===== config.mk =====
export PLATFORM = sky130hd
export DESIGN_NAME = pce_engine
export DESIGN_NICKNAME = d
export VERILOG_FILES = /design/src/rtl/pce_pkg.sv /design/src/rtl/pce_engine.sv /design/src/rtl/pce_sync.sv /design/src/rtl/pce_bus_cond.sv
export SDC_FILE = /design/constraint.sdc
export NUM_CORES = 1
export LEC_CHECK = 0
export BUFFER_PORTS_ARGS = -buffer_cell sky130_fd_sc_hd__buf_2
export CORE_MARGIN = 5
export CORE_UTILIZATION = 55
export CTS_CLUSTER_SIZE = 10
export DETAILED_ROUTE_END_ITERATION = 8
export PLACE_DENSITY_LB_ADDON = 0.05
export SLEW_MARGIN = 20
export SYNTH_ARGS = -nofsm -noshare
export SYNTH_HDL_FRONTEND = slang
export SYNTH_SLANG_ARGS = --single-unit

===== constraint.sdc =====
create_clock -name mclk -period 3 [get_ports mclk]
set_input_delay 0.9 -clock mclk [delete_from_list [all_inputs] [get_ports mclk]]
set_output_delay 0.9 -clock mclk [all_outputs]
set_load 0.01 [all_outputs]

===== src/rtl/pce_pkg.sv =====
// Shared constants, types and state records of the pot command engine
package pce_pkg;

	// Location addresses
	localparam logic [3:0] PCE_ADR_WIPER0 = 4'h0;
	localparam logic [3:0] PCE_ADR_WIPER1 = 4'h1;
	localparam logic [3:0] PCE_ADR_TCON0  = 4'h4;
	localparam logic [3:0] PCE_ADR_STATUS = 4'h5;
	localparam logic [3:0] PCE_ADR_WIPER2 = 4'h6;
	localparam logic [3:0] PCE_ADR_WIPER3 = 4'h7;
	localparam logic [3:0] PCE_ADR_TCON1  = 4'hA;

	// Command field codes
	localparam logic [1:0] PCE_CMD_WRITE = 2'h0;
	localparam logic [1:0] PCE_CMD_INC   = 2'h1;
	localparam logic [1:0] PCE_CMD_DEC   = 2'h2;
	localparam logic [1:0] PCE_CMD_READ  = 2'h3;

	// Command byte field positions
	localparam int PCE_CB_ADDR_MSB = 7;
	localparam int PCE_CB_ADDR_LSB = 4;
	localparam int PCE_CB_CMD_MSB  = 3;
	localparam int PCE_CB_CMD_LSB  = 2;
	localparam int PCE_CB_DMSB     = 0;

	// Scale points and values after reset
	localparam logic [8:0] PCE_FULL_8BIT = 9'h100;
	localparam logic [8:0] PCE_FULL_7BIT = 9'h080;
	localparam logic [8:0] PCE_MID_8BIT  = 9'h080;
	localparam logic [8:0] PCE_MID_7BIT  = 9'h040;
	localparam logic [8:0] PCE_TERMINAL_CONTROL_RST  = 9'h1FF;
	localparam logic [3:0] PCE_PTR_RST   = 4'h0;
	localparam logic [8:0] PCE_STATUS_RD = 9'h000;

	// Upper six bits of the slave address (value arbitrary)
	localparam logic [5:0] PCE_SLAVE_ADDR_HI = 6'h2A;

	// Bits per byte, counted up to the last one
	localparam logic [3:0] PCE_LAST_BIT = 4'h7;
	localparam logic [3:0] PCE_BYTE_BITS = 4'h8;

	// Order of the synchronised inputs
	localparam int PCE_SY_SCL = 0;
	localparam int PCE_SY_SDA = 1;
	localparam int PCE_SY_A0  = 2;
	localparam int PCE_SY_HV  = 3;

	typedef enum logic [2:0] {
		PCE_IDLE,
		PCE_RECV,
		PCE_ACK,
		PCE_SEND,
		PCE_MACK
	} pce_state_e;

	typedef enum logic [1:0] {
		PCE_PH_CTRL,
		PCE_PH_CMD,
		PCE_PH_DATA
	} pce_phase_e;

	typedef struct packed {
		logic [3:0] s1;
		logic [3:0] s2;
	} pce_sync_s;

	typedef struct packed {
		logic scl_rise;
		logic scl_fall;
		logic start;
		logic stop;
		logic sda;
	} pce_bus_ev_s;

	typedef struct packed {
		logic        scl_d;
		logic        sda_d;
		pce_bus_ev_s ev;
	} pce_cond_s;

	typedef struct packed {
		logic [3:0][8:0] wiper;
		logic [1:0][8:0] terminal_control;
		pce_state_e      state;
		pce_phase_e      phase;
		logic [3:0]      cnt;
		logic [7:0]      shreg;
		logic [7:0]      txbyte;
		logic [3:0]      ptr;
		logic [3:0]      cmd_addr;
		logic [1:0]      cmd_op;
		logic            cmd_dmsb;
		logic            ack_ok;
		logic            read_dir;
		logic            low_next;
		logic            master_ack;
		logic            sda_oe;
		logic            hv_mode;
	} pce_eng_s;

endpackage : pce_pkg


===== src/rtl/pce_engine.sv =====
// Serial command engine of the quad volatile digital potentiometer
// How it works
// - Write: control, command, data, each device-acknowledged
// - Commit only after final acknowledge clock
// - Stop or restart mid-byte discards data
// - Back-to-back command/data pairs to volatile locations
// - Read sends high byte, then low byte
// - Read targets last valid command address
// - Pointer survives stop and repeated start
// - Continuous reads while master keeps acknowledging
// - Master not-acknowledge releases data line
// - Invalid command: passive until next start
// - Increment valid only on the four wipers
// - Increment adds one up to full scale
// - Full scale or reserved values stay put
// - Wiper moves right after increment acknowledge
// - Any valid command may follow an increment
// - Over-threshold address pin marks high-voltage sequence
// - Acknowledge command byte only for valid pairs
// - Command byte bit 0 joins data byte as its top bit
`timescale 1ns/1ns
module pce_engine #(
	parameter bit          SEVEN_BIT = 1'b0,                        // 7-bit resistor network
	parameter logic [5:0]  ADDR_HI   = pce_pkg::PCE_SLAVE_ADDR_HI   // Fixed slave address bits
) (
	input  wire logic       mclk,                   // System clock, 100 MHz
	input  wire logic       rst,                    // Power-on or brownout reset
	input  wire logic       scl,                    // Serial clock pin
	input  wire logic       sda_in,                 // Serial data pin level
	output logic            sda_out,                // Serial data drive value
	output logic            sda_oe,                 // Serial data pull-low enable
	input  wire logic       slave_addr_bit_zero,    // Address pin logic level
	input  wire logic       high_voltage_select,    // Address pin above threshold
	output logic            high_voltage_mode,      // Current sequence is high-voltage
	output logic      [8:0] wiper_zero_setting,     // Wiper 0 code
	output logic      [8:0] wiper_one_setting,      // Wiper 1 code
	output logic      [8:0] wiper_two_setting,      // Wiper 2 code
	output logic      [8:0] wiper_three_setting,    // Wiper 3 code
	output logic      [8:0] terminal_control_low,   // Terminal control 0
	output logic      [8:0] terminal_control_high   // Terminal control 1
);
	import pce_pkg::*;

	localparam logic [8:0] FULL_SCALE = SEVEN_BIT ? PCE_FULL_7BIT : PCE_FULL_8BIT;
	localparam logic [8:0] MID_SCALE  = SEVEN_BIT ? PCE_MID_7BIT : PCE_MID_8BIT;

	logic [3:0]  sync_q;
	pce_bus_ev_s ev;
	pce_eng_s    r_reg;
	pce_eng_s    r_next;
	logic [8:0]  rd_val;

	pce_sync u_sync (
		.mclk (mclk),
		.rst  (rst),
		.d    ({high_voltage_select, slave_addr_bit_zero, sda_in, scl}),
		.q    (sync_q)
	);

	pce_bus_cond u_cond (
		.mclk  (mclk),
		.rst   (rst),
		.scl_s (sync_q[PCE_SY_SCL]),
		.sda_s (sync_q[PCE_SY_SDA]),
		.ev    (ev)
	);

	// Wiper slot of a wiper address
	function automatic logic [1:0] wiper_slot(input logic [3:0] a);
		case (a)
			PCE_ADR_WIPER1: wiper_slot = 2'h1;
			PCE_ADR_WIPER2: wiper_slot = 2'h2;
			PCE_ADR_WIPER3: wiper_slot = 2'h3;
			default:        wiper_slot = 2'h0;
		endcase
	endfunction : wiper_slot

	function automatic logic is_wiper(input logic [3:0] a);
		is_wiper = (a == PCE_ADR_WIPER0) || (a == PCE_ADR_WIPER1) ||
		           (a == PCE_ADR_WIPER2) || (a == PCE_ADR_WIPER3);
	endfunction : is_wiper

	function automatic logic is_volatile(input logic [3:0] a);
		is_volatile = is_wiper(a) || (a == PCE_ADR_TCON0) || (a == PCE_ADR_TCON1);
	endfunction : is_volatile

	function automatic logic cmd_valid(input logic [3:0] a, input logic [1:0] c);
		case (c)
			PCE_CMD_WRITE: cmd_valid = is_volatile(a);
			PCE_CMD_READ:  cmd_valid = is_volatile(a) || (a == PCE_ADR_STATUS);
			PCE_CMD_INC:   cmd_valid = is_wiper(a);
			default:       cmd_valid = 1'b0;
		endcase
	endfunction : cmd_valid

	// Value seen by a read of a location
	function automatic logic [8:0] loc_value(input pce_eng_s s, input logic [3:0] a);
		if (is_wiper(a)) begin
			loc_value = s.wiper[wiper_slot(a)];
		end else if (a == PCE_ADR_TCON0) begin
			loc_value = s.terminal_control[0];
		end else if (a == PCE_ADR_TCON1) begin
			loc_value = s.terminal_control[1];
		end else begin
			loc_value = PCE_STATUS_RD;
		end
	endfunction : loc_value

	function automatic logic [8:0] sat_inc(input logic [8:0] v);
		if (v < FULL_SCALE) begin
			sat_inc = v + 9'h001;
		end else begin
			sat_inc = v;
		end
	endfunction : sat_inc

	// Location under the read pointer
	assign rd_val = loc_value(r_reg, r_reg.ptr);

	always_comb begin
		r_next = r_reg;
		if (ev.start) begin
			// only a start revives the engine
			r_next.state = PCE_RECV;
			r_next.phase = PCE_PH_CTRL;
			r_next.cnt = 4'h0;
			r_next.sda_oe = 1'b0;
			r_next.hv_mode = sync_q[PCE_SY_HV];
		end else if (ev.stop) begin
			r_next.state = PCE_IDLE;
			r_next.cnt = 4'h0;
			r_next.sda_oe = 1'b0;
			r_next.hv_mode = 1'b0;
		end else begin
			case (r_reg.state)
				PCE_IDLE: begin
					r_next.sda_oe = 1'b0;
				end
				PCE_RECV: begin
					if (ev.scl_rise && r_reg.cnt != PCE_BYTE_BITS) begin
						r_next.shreg = {r_reg.shreg[6:0], ev.sda};
						r_next.cnt = r_reg.cnt + 4'h1;
					end else if (ev.scl_fall && r_reg.cnt == PCE_BYTE_BITS) begin
						r_next.cnt = 4'h0;
						case (r_reg.phase)
							PCE_PH_CTRL: begin
								r_next.ack_ok = (r_reg.shreg[7:1] ==
								                 {ADDR_HI, sync_q[PCE_SY_A0]});
								r_next.read_dir = r_reg.shreg[0];
							end
							PCE_PH_CMD: begin
								r_next.cmd_addr = r_reg.shreg[PCE_CB_ADDR_MSB:PCE_CB_ADDR_LSB];
								r_next.cmd_op = r_reg.shreg[PCE_CB_CMD_MSB:PCE_CB_CMD_LSB];
								r_next.cmd_dmsb = r_reg.shreg[PCE_CB_DMSB];
								r_next.ack_ok = cmd_valid(
									r_reg.shreg[PCE_CB_ADDR_MSB:PCE_CB_ADDR_LSB],
									r_reg.shreg[PCE_CB_CMD_MSB:PCE_CB_CMD_LSB]);
							end
							default: begin
								r_next.ack_ok = 1'b1;
							end
						endcase
						r_next.sda_oe = r_next.ack_ok;
						r_next.state = PCE_ACK;
						if (r_reg.phase == PCE_PH_CTRL &&
						    r_reg.shreg[7:1] != {ADDR_HI, sync_q[PCE_SY_A0]}) begin
							r_next.sda_oe = 1'b0;
							r_next.state = PCE_IDLE;
						end else if (r_reg.phase == PCE_PH_CMD &&
						             !cmd_valid(
						                 r_reg.shreg[PCE_CB_ADDR_MSB:PCE_CB_ADDR_LSB],
						                 r_reg.shreg[PCE_CB_CMD_MSB:PCE_CB_CMD_LSB])) begin
							r_next.sda_oe = 1'b0;
							r_next.state = PCE_IDLE;
						end
					end
				end
				PCE_ACK: begin
					if (ev.scl_fall) begin
						r_next.sda_oe = 1'b0;
						r_next.state = PCE_RECV;
						case (r_reg.phase)
							PCE_PH_CTRL: begin
								if (r_reg.read_dir) begin
									r_next.txbyte = {7'h00, rd_val[8]};
									r_next.low_next = 1'b1;
									// Drive the top bit of the byte first
									r_next.sda_oe = ~r_next.txbyte[7];
									r_next.state = PCE_SEND;
								end else begin
									r_next.phase = PCE_PH_CMD;
								end
							end
							PCE_PH_CMD: begin
								r_next.ptr = r_reg.cmd_addr;
								if (r_reg.cmd_op == PCE_CMD_WRITE) begin
									r_next.phase = PCE_PH_DATA;
								end else if (r_reg.cmd_op == PCE_CMD_INC) begin
									r_next.wiper[wiper_slot(r_reg.cmd_addr)] =
										sat_inc(r_reg.wiper[wiper_slot(r_reg.cmd_addr)]);
								end
							end
							default: begin
								// join top bit and data byte
								if (is_wiper(r_reg.cmd_addr)) begin
									r_next.wiper[wiper_slot(r_reg.cmd_addr)] =
										{r_reg.cmd_dmsb, r_reg.shreg};
								end else if (r_reg.cmd_addr == PCE_ADR_TCON0) begin
									r_next.terminal_control[0] = {r_reg.cmd_dmsb, r_reg.shreg};
								end else begin
									r_next.terminal_control[1] = {r_reg.cmd_dmsb, r_reg.shreg};
								end
								r_next.phase = PCE_PH_CMD;
							end
						endcase
					end
				end
				PCE_SEND: begin
					if (ev.scl_fall) begin
						if (r_reg.cnt == PCE_LAST_BIT) begin
							r_next.cnt = 4'h0;
							r_next.sda_oe = 1'b0;
							r_next.state = PCE_MACK;
						end else begin
							r_next.cnt = r_reg.cnt + 4'h1;
							r_next.txbyte = {r_reg.txbyte[6:0], 1'b0};
							r_next.sda_oe = ~r_reg.txbyte[6];
						end
					end
				end
				PCE_MACK: begin
					if (ev.scl_rise) begin
						r_next.master_ack = ~ev.sda;
					end else if (ev.scl_fall) begin
						if (r_reg.master_ack) begin
							if (r_reg.low_next) begin
								r_next.txbyte = rd_val[7:0];
							end else begin
								r_next.txbyte = {7'h00, rd_val[8]};
							end
							r_next.sda_oe = ~r_next.txbyte[7];
							r_next.low_next = ~r_reg.low_next;
							r_next.state = PCE_SEND;
						end else begin
							r_next.sda_oe = 1'b0;
							r_next.state = PCE_IDLE;
						end
					end
				end
				default: begin
					r_next.state = PCE_IDLE;
					r_next.sda_oe = 1'b0;
				end
			endcase
		end
	end

	always_ff @(posedge mclk) begin
		if (rst) begin
			r_reg <= '0;
			r_reg.wiper <= {4{MID_SCALE}};
			r_reg.terminal_control <= {2{PCE_TERMINAL_CONTROL_RST}};
			r_reg.ptr <= PCE_PTR_RST;
			r_reg.state <= PCE_IDLE;
			r_reg.phase <= PCE_PH_CTRL;
		end else begin
			r_reg <= r_next;
		end
	end

	assign sda_out = 1'b0;
	assign sda_oe = r_reg.sda_oe;
	assign high_voltage_mode = r_reg.hv_mode;
	assign wiper_zero_setting = r_reg.wiper[0];
	assign wiper_one_setting = r_reg.wiper[1];
	assign wiper_two_setting = r_reg.wiper[2];
	assign wiper_three_setting = r_reg.wiper[3];
	assign terminal_control_low = r_reg.terminal_control[0];
	assign terminal_control_high = r_reg.terminal_control[1];

endmodule : pce_engine


===== src/rtl/pce_sync.sv =====
// Two-flop synchroniser for the bus pins and address strap
`timescale 1ns/1ns
module pce_sync (
	input  wire logic       mclk,   // System clock
	input  wire logic       rst,    // Synchronous reset
	input  wire logic [3:0] d,      // Asynchronous inputs
	output logic      [3:0] q       // Synchronised inputs
);
	import pce_pkg::*;

	pce_sync_s r_reg;
	pce_sync_s r_next;

	always_comb begin
		r_next = r_reg;
		r_next.s1 = d;
		r_next.s2 = r_reg.s1;
	end

	// Idle bus level is high on both lines
	always_ff @(posedge mclk) begin
		if (rst) begin
			r_reg <= '{s1: 4'h3, s2: 4'h3};
		end else begin
			r_reg <= r_next;
		end
	end

	assign q = r_reg.s2;

endmodule : pce_sync


===== src/rtl/pce_bus_cond.sv =====
// Edge, start and stop detection on synchronised SCL and SDA
`timescale 1ns/1ns
module pce_bus_cond (
	input  wire logic   mclk,   // System clock
	input  wire logic   rst,    // Synchronous reset
	input  wire logic   scl_s,  // Synchronised clock line
	input  wire logic   sda_s,  // Synchronised data line
	output pce_pkg::pce_bus_ev_s ev  // Registered bus events
);
	import pce_pkg::*;

	pce_cond_s r_reg;
	pce_cond_s r_next;

	always_comb begin
		r_next = r_reg;
		r_next.scl_d = scl_s;
		r_next.sda_d = sda_s;
		r_next.ev.sda = sda_s;
		r_next.ev.scl_rise = scl_s & ~r_reg.scl_d;
		r_next.ev.scl_fall = ~scl_s & r_reg.scl_d;
		// Data moves while the clock stays high
		r_next.ev.start = scl_s & r_reg.scl_d & r_reg.sda_d & ~sda_s;
		r_next.ev.stop = scl_s & r_reg.scl_d & ~r_reg.sda_d & sda_s;
	end

	always_ff @(posedge mclk) begin
		if (rst) begin
			r_reg <= '{scl_d: 1'b1, sda_d: 1'b1, ev: '{default: 1'b0}};
		end else begin
			r_reg <= r_next;
		end
	end

	assign ev = r_reg.ev;

endmodule : pce_bus_cond


== Word-level counts from Yosys, hierarchy flattened ==
Cells that the tools add are included.
Widths: inputs -> output; s select.

* $add $sub $neg: 2
* Order comparisons: 6
* Equal/unequal tests: 52
* Mux-type cells: 114
* Bitwise logic cells: 23
* Reduce and logical (&&, ||, !) cells: 49

{| class="wikitable"
|+ Operators by type and width
! kind !! count
|-
| $mux 9 || 15
|-
| $mux 36 || 3
|-
| $bwmux 36 || 2
|-
| $pmux 36 s2 || 1
|-
| $mux 7 || 8
|-
| $mux 8 || 7
|-
| $eq 4x3->1 const B || 11
|-
| $mux 2 || 21
|-
| $bmux 9 s2 || 2
|-
| $demux 9 s2 || 2
|-
| $mux 1 || 27
|-
| $mux 3 || 8
|-
| $mux 4 || 6
|-
| $reduce_and 8->1 || 3
|-
| $pmux 7 s3 || 1
|-
| $ne 2x2->1 const B || 10
|-
| $reduce_and 6->1 || 3
|-
| $not 1->1 || 16
|-
| $pmux 3 s5 || 1
|-
| $reduce_and 7->1 || 2
|-
| $eq 4x1->1 const B || 3
|-
| $eq 4x4->1 const B || 3
|-
| $logic_not 4->1 || 3
|-
| $logic_or 1x1->1 || 12
|-
| 40 further kinds || 76
|}

* Register bits after elaboration: 109
* Input bits: 6
* Output and inout bits: 57
* Logic and storage cells: 276

== Depth between registers and ports, before layout ==
* Depth in word-level cells: 24
* Depth in mapped cells: 12
* Mapped depth without buffers: 10

== By module ==
From an unflattened synthesis, not the netlist that was laid out.

* Cells, all modules: 691
* Area, all modules: 5944.5 sq um

{| class="wikitable"
|+ Modules (own cells, without submodules)
! module !! instances !! cells an instance !! area each (sq um) !! seq. area each (sq um)
|-
| pce_engine || 1 || 654 || 5471.5 || 1881.8
|-
| pce_bus_cond || 1 || 21 || 262.8 || 140.1
|-
| pce_sync || 1 || 16 || 210.2 || 160.2
|}

== Worst setup path before layout ==
Ideal clock, no wire load.

* Kind: register to register
* Start: register r_reg[10] (netlist bit)
* End: register r_reg, in the netlist wiper_two_setting[4]
* Library setup time: 0.075 ns
* Data arrival time: 2.356 ns
* Data required time: 2.925 ns
* Slack: 0.569 ns
* Stages on the path, launching flop included: 13
* Buffers on the path: 2
* Period minus slack after synthesis: 2.431 ns
* Path through: dfxtp_1 buf_6 or2_2 clkbuf_1 o22a_1 o221ai_2 inv_1 ha_1 o2111ai_1 nor3_1 xor2_1 a211o_1 o21ai_0

* Word-level cells in the longest chain between the ends: 24
* Elaborated cells on any way between the ends: 51
* Classes of those cells: 1 x add/sub; 5 x order compare; 3 x eq/ne; 34 x mux; 8 x reduce/logical

{| class="wikitable"
|+ RTL lines
! what !! line !! RTL
|-
| from (decl) || pce_engine.sv:49 || <nowiki>pce_eng_s r_reg;</nowiki>
|-
| from (signal assigned) || pce_engine.sv:267 || <nowiki>r_reg <= r_next;</nowiki>
|-
| $eq 4x3->1 or $eq 4x1->1 (tied branches) || pce_engine.sv:70, pce_engine.sv:80, pce_engine.sv:79 ||
|-
| $pmux 2 s3 || pce_engine.sv:70 || <nowiki>case (a)</nowiki>
|-
| $mux 2 || pce_engine.sv:198 || <nowiki>end else if (r_reg.cmd_op == PCE_CMD_INC) begin</nowiki>
|-
| $mux 2 || pce_engine.sv:196 || <nowiki>if (r_reg.cmd_op == PCE_CMD_WRITE) begin</nowiki>
|-
| $mux 2 || pce_engine.sv:182 || <nowiki>case (r_reg.phase)</nowiki>
|-
| $mux 2 || pce_engine.sv:179 || <nowiki>if (ev.scl_fall) begin</nowiki>
|-
| $mux 2 || pce_engine.sv:135 || <nowiki>case (r_reg.state)</nowiki>
|-
| $mux 2 || pce_engine.sv:129 || <nowiki>end else if (ev.stop) begin</nowiki>
|-
| [8 not listed] || n/a ||
|-
| $mux 9 || pce_engine.sv:179 ||
|-
| $mux 9 || pce_engine.sv:135 ||
|-
| $mux 9 || pce_engine.sv:129 ||
|-
| $mux 9 || pce_engine.sv:122 || <nowiki>if (ev.start) begin</nowiki>
|-
| $bwmux 36 || pce_engine.sv:199 || <nowiki>r_next.wiper[wiper_slot(r_reg.cmd_addr)] =</nowiki>
|-
| $mux 36 || pce_engine.sv:198 ||
|-
| $mux 36 || pce_engine.sv:196 ||
|-
| $pmux 36 s2 || pce_engine.sv:182 ||
|}

Parallel ways exist; a longest one is shown, timed or not. The select of a mux whose other input is x is not followed.
A chain may end at the register's enable or synchronous reset.

== Final worst setup path ==
* Start: register r_reg[9] (netlist bit)
* End: register r_reg, in the netlist wiper_zero_setting[5]

The elaborated chain is that of the path after synthesis.

==> impl_metrics.tcl <==
set metrics [dict create \
    max_stage_delay_ns 0.50 \
    wl_met1_mm 7.48 \
    dpl.cell_count 845 \
    fmax_mhz 366 \
    cp_max_fo 10 \
    grt_start_max_net_pins 56 \
    cpMaxStageDelayCell "dfxtp_1" \
    num_rows 38 \
    layout_min_cycle_time_ns 2.73 \
    syn_nets 735 \
    clk_pin_slew_ns 0.10 \
    clk_latency_ns 0.39 \
    port_buffers 61 \
    grt_pass1_vias 4957 \
    power_w 0.00271 \
    nets 725 \
    skew_ns 0.0139 \
    drive_gt1_share_pct 19.7 \
    cp.required_ns 3.24 \
    track_usage_pct 25.9 \
    synth_area_leader_cell "dfxtp_1" \
    synth_largest_type_area_fraction_pct 36.0 \
    ant_nets 0 \
    r2r_slack_ns 0.27 \
    met2WireLength_mm 7.65 \
    cts_num_sinks 109 \
    wl_met3_mm 1.02 \
    hold_violations 0 \
    place_hpwl_mm 12.0 \
    vias_per_cell 5.98 \
    core_area_um2 10800 \
    dieArea_um2 13200 \
    multiInputGateArea_um2 3230 \
    synthTopCellsByArea "dfxtp_1 (36%), buf_4 (6.8%), mux2i_1 (6.3%)" \
    netlist_instances 726 \
    grt_first_pass_wirelength_mm 26.8 \
    dr.pass1.iters 5 \
    max_slew_margin_pct 49.2 \
    holdBufCountCts 0 \
    slew_viol_final 0 \
    dr.max_layer_used "met4" \
    worst_slew_pin_slew_ns 0.759 \
    ys_seq_area_share_pct 36.0 \
    routed_wl_mm 16.5 \
    crit_arrival_ns 2.98 \
    synth.most_common_cell "dfxtp_1" \
    status "completed" \
    start_util_pct 55.9 \
    synth-edff-count 0 \
    cts_root_buffer "clkbuf_8" \
    crit_chain "or3b_4 > o22a_1 > o221a_1 > nor4b_4 > nor3_1 > a211oi_2 > a211oi_1" \
    yosysWarnings 0 \
    largest_reg_flops 38 \
    worst_setup_path_end_kind "flip-flop" \
    syn2layout_area_growth_pct 4.50 \
    fin_setup_tns_ns 0 \
    synth.distinct_cells 66 \
    p_leak_nw 2.28 \
    start_kind "flip-flop" \
    place_congestion 1.01 \
    die_y_um 115 \
    cts_tree "yes" \
    power_density_nw_per_um2 428 \
    ys.flop_type "dfxtp_1" \
    drc 0 \
    ys_seq_elements 109 \
    rsz0062_at_grt "no" \
    peakVddDrop_mv 0.388 \
    crit_buf_inv 0 \
    routedWlPerCell_um 19.2 \
    die_w_um 115 \
    setup.worst_path.class "flip-flop to flip-flop" \
    crit_family "simple AND/OR/NAND/NOR gates" \
    period_share_pct 91.1 \
    setup_viol 0 \
    drt_iter0_markers 589 \
    ys_async_sr_fraction_pct 0 \
    fin_cells 861 \
    pin_count 63 \
    grt_overflow_total 0 \
    cts_made_buffers 9 \
    syn_avg_cell_area_um2 8.35 \
    cts_buffer_depth 2 \
    diodes 0 \
    final-seq-area_um2 2180 \
    via_count 5152 \
    htreeDepth 3 \
    synth_area_um2 6060 \
    antenna_found_initial 0 \
    maxCapViolCount 0 \
    synth_common_cells "dfxtp_1 (109), nor2_1 (92), nand2_1 (57)" \
    n_fill_cell 1021 \
    worst_hold_path_type "flip-flop to flip-flop" \
]
layout make-up:
class                   count  share of cell area [%]
multi-input cells         501                    51.0
inverters                  10                   0.593
flip-flops and latches    109                    34.5
clock inverters             6                    1.11
clock buffers              10                    2.17
well taps                 140                    2.77
repair buffers             85                    7.86
final timing paths:
check | from | cells past startpoint | end
setup / recovery | r_reg[9]$_SDFFE_PP0P_ | 7 | wiper_zero_setting[5]$_SDFFE_PP0P_
hold / removal | u_cond.r_reg[5]$_SDFF_PP1_ | 1 | u_cond.ev[1]$_SDFF_PP0_
setup reg to reg | r_reg[9]$_SDFFE_PP0P_ | 7 | wiper_zero_setting[5]$_SDFFE_PP0P_
hold reg to reg | u_cond.r_reg[5]$_SDFF_PP1_ | 1 | u_cond.ev[1]$_SDFF_PP0_
through the flow:
step / utilization (%) / cell area, um^2 / hold slack [ns] / worst slack (ns)
after detailed placement: 56.5 / 6120 / 0.397 / 0.287
after CTS: 58.4 / 6330 / 0.422 / 0.235
after floorplan: - / 6060 / 0.388 / 0.569
after global routing: 58.4 / 6330 / 0.440 / 0.0605
after global placement: 56.5 / 6120 / 0.394 / 0.354
final: 58.4 / 6330 / 0.417 / 0.267
timing repair:
action                     in CTS  in global routing
setup endpoints to repair       0                  7
resized for setup               0                  2
buffers inserted                0                  0
cells in the final DEF (no fill, tap or decap), types with 4 or more instances in the layout:
master    count
a211oi_1      8
a21oi_1      29
a22oi_1      15
a31o_2        4
and3_1        5
buf_2        61
buf_4        23
clkbuf_8     10
dfxtp_1     107
inv_1        10
mux2i_1      38
mux4_2        8
nand2_1      57
nand2b_1     17
nand3_1       9
nand3b_1     23
nor2_1       92
nor2b_1      16
nor3_1       18
nor3b_1      12
nor4bb_1      7
o21ai_0      45
o21ai_1       4
o221ai_1      5
o22a_1        6
o22ai_1       5
o31ai_1       4
or2_2        13
xnor2_1       4
xor2_1        5
per-layer routing:
metal,vias to the layer above,global-route usage (%)
met2,180,41.4
met5,-,0
met1,2464,34.5
li1,2482,-
met4,0,8.76
met3,26,5.89
logic make-up after synthesis:
| group | count (synthesis) | share of synthesized area [%] |
|---|---|---|
| buf+inv | 116 | 10.9 |
| fa+ha+maj | 3 | 0.619 |
| flops | 109 | 36.0 |
| other cells | 1 | 0.0619 |
| compound gates | 153 | 16.7 |
| mux | 47 | 9.43 |
| xor+xnor | 10 | 1.57 |
| simple gates | 287 | 24.7 |
power by group:
group / leakage (nW) / total [W] / switching, W / internal, W
Combinational: 1.30 / 0.000236 / 0.000138 / 0.0000978
Clock: 0.101 / 0.000952 / 0.000536 / 0.000416
Sequential: 0.883 / 0.00152 / 0.0000468 / 0.00147
(Power assumes the default switching activity.)
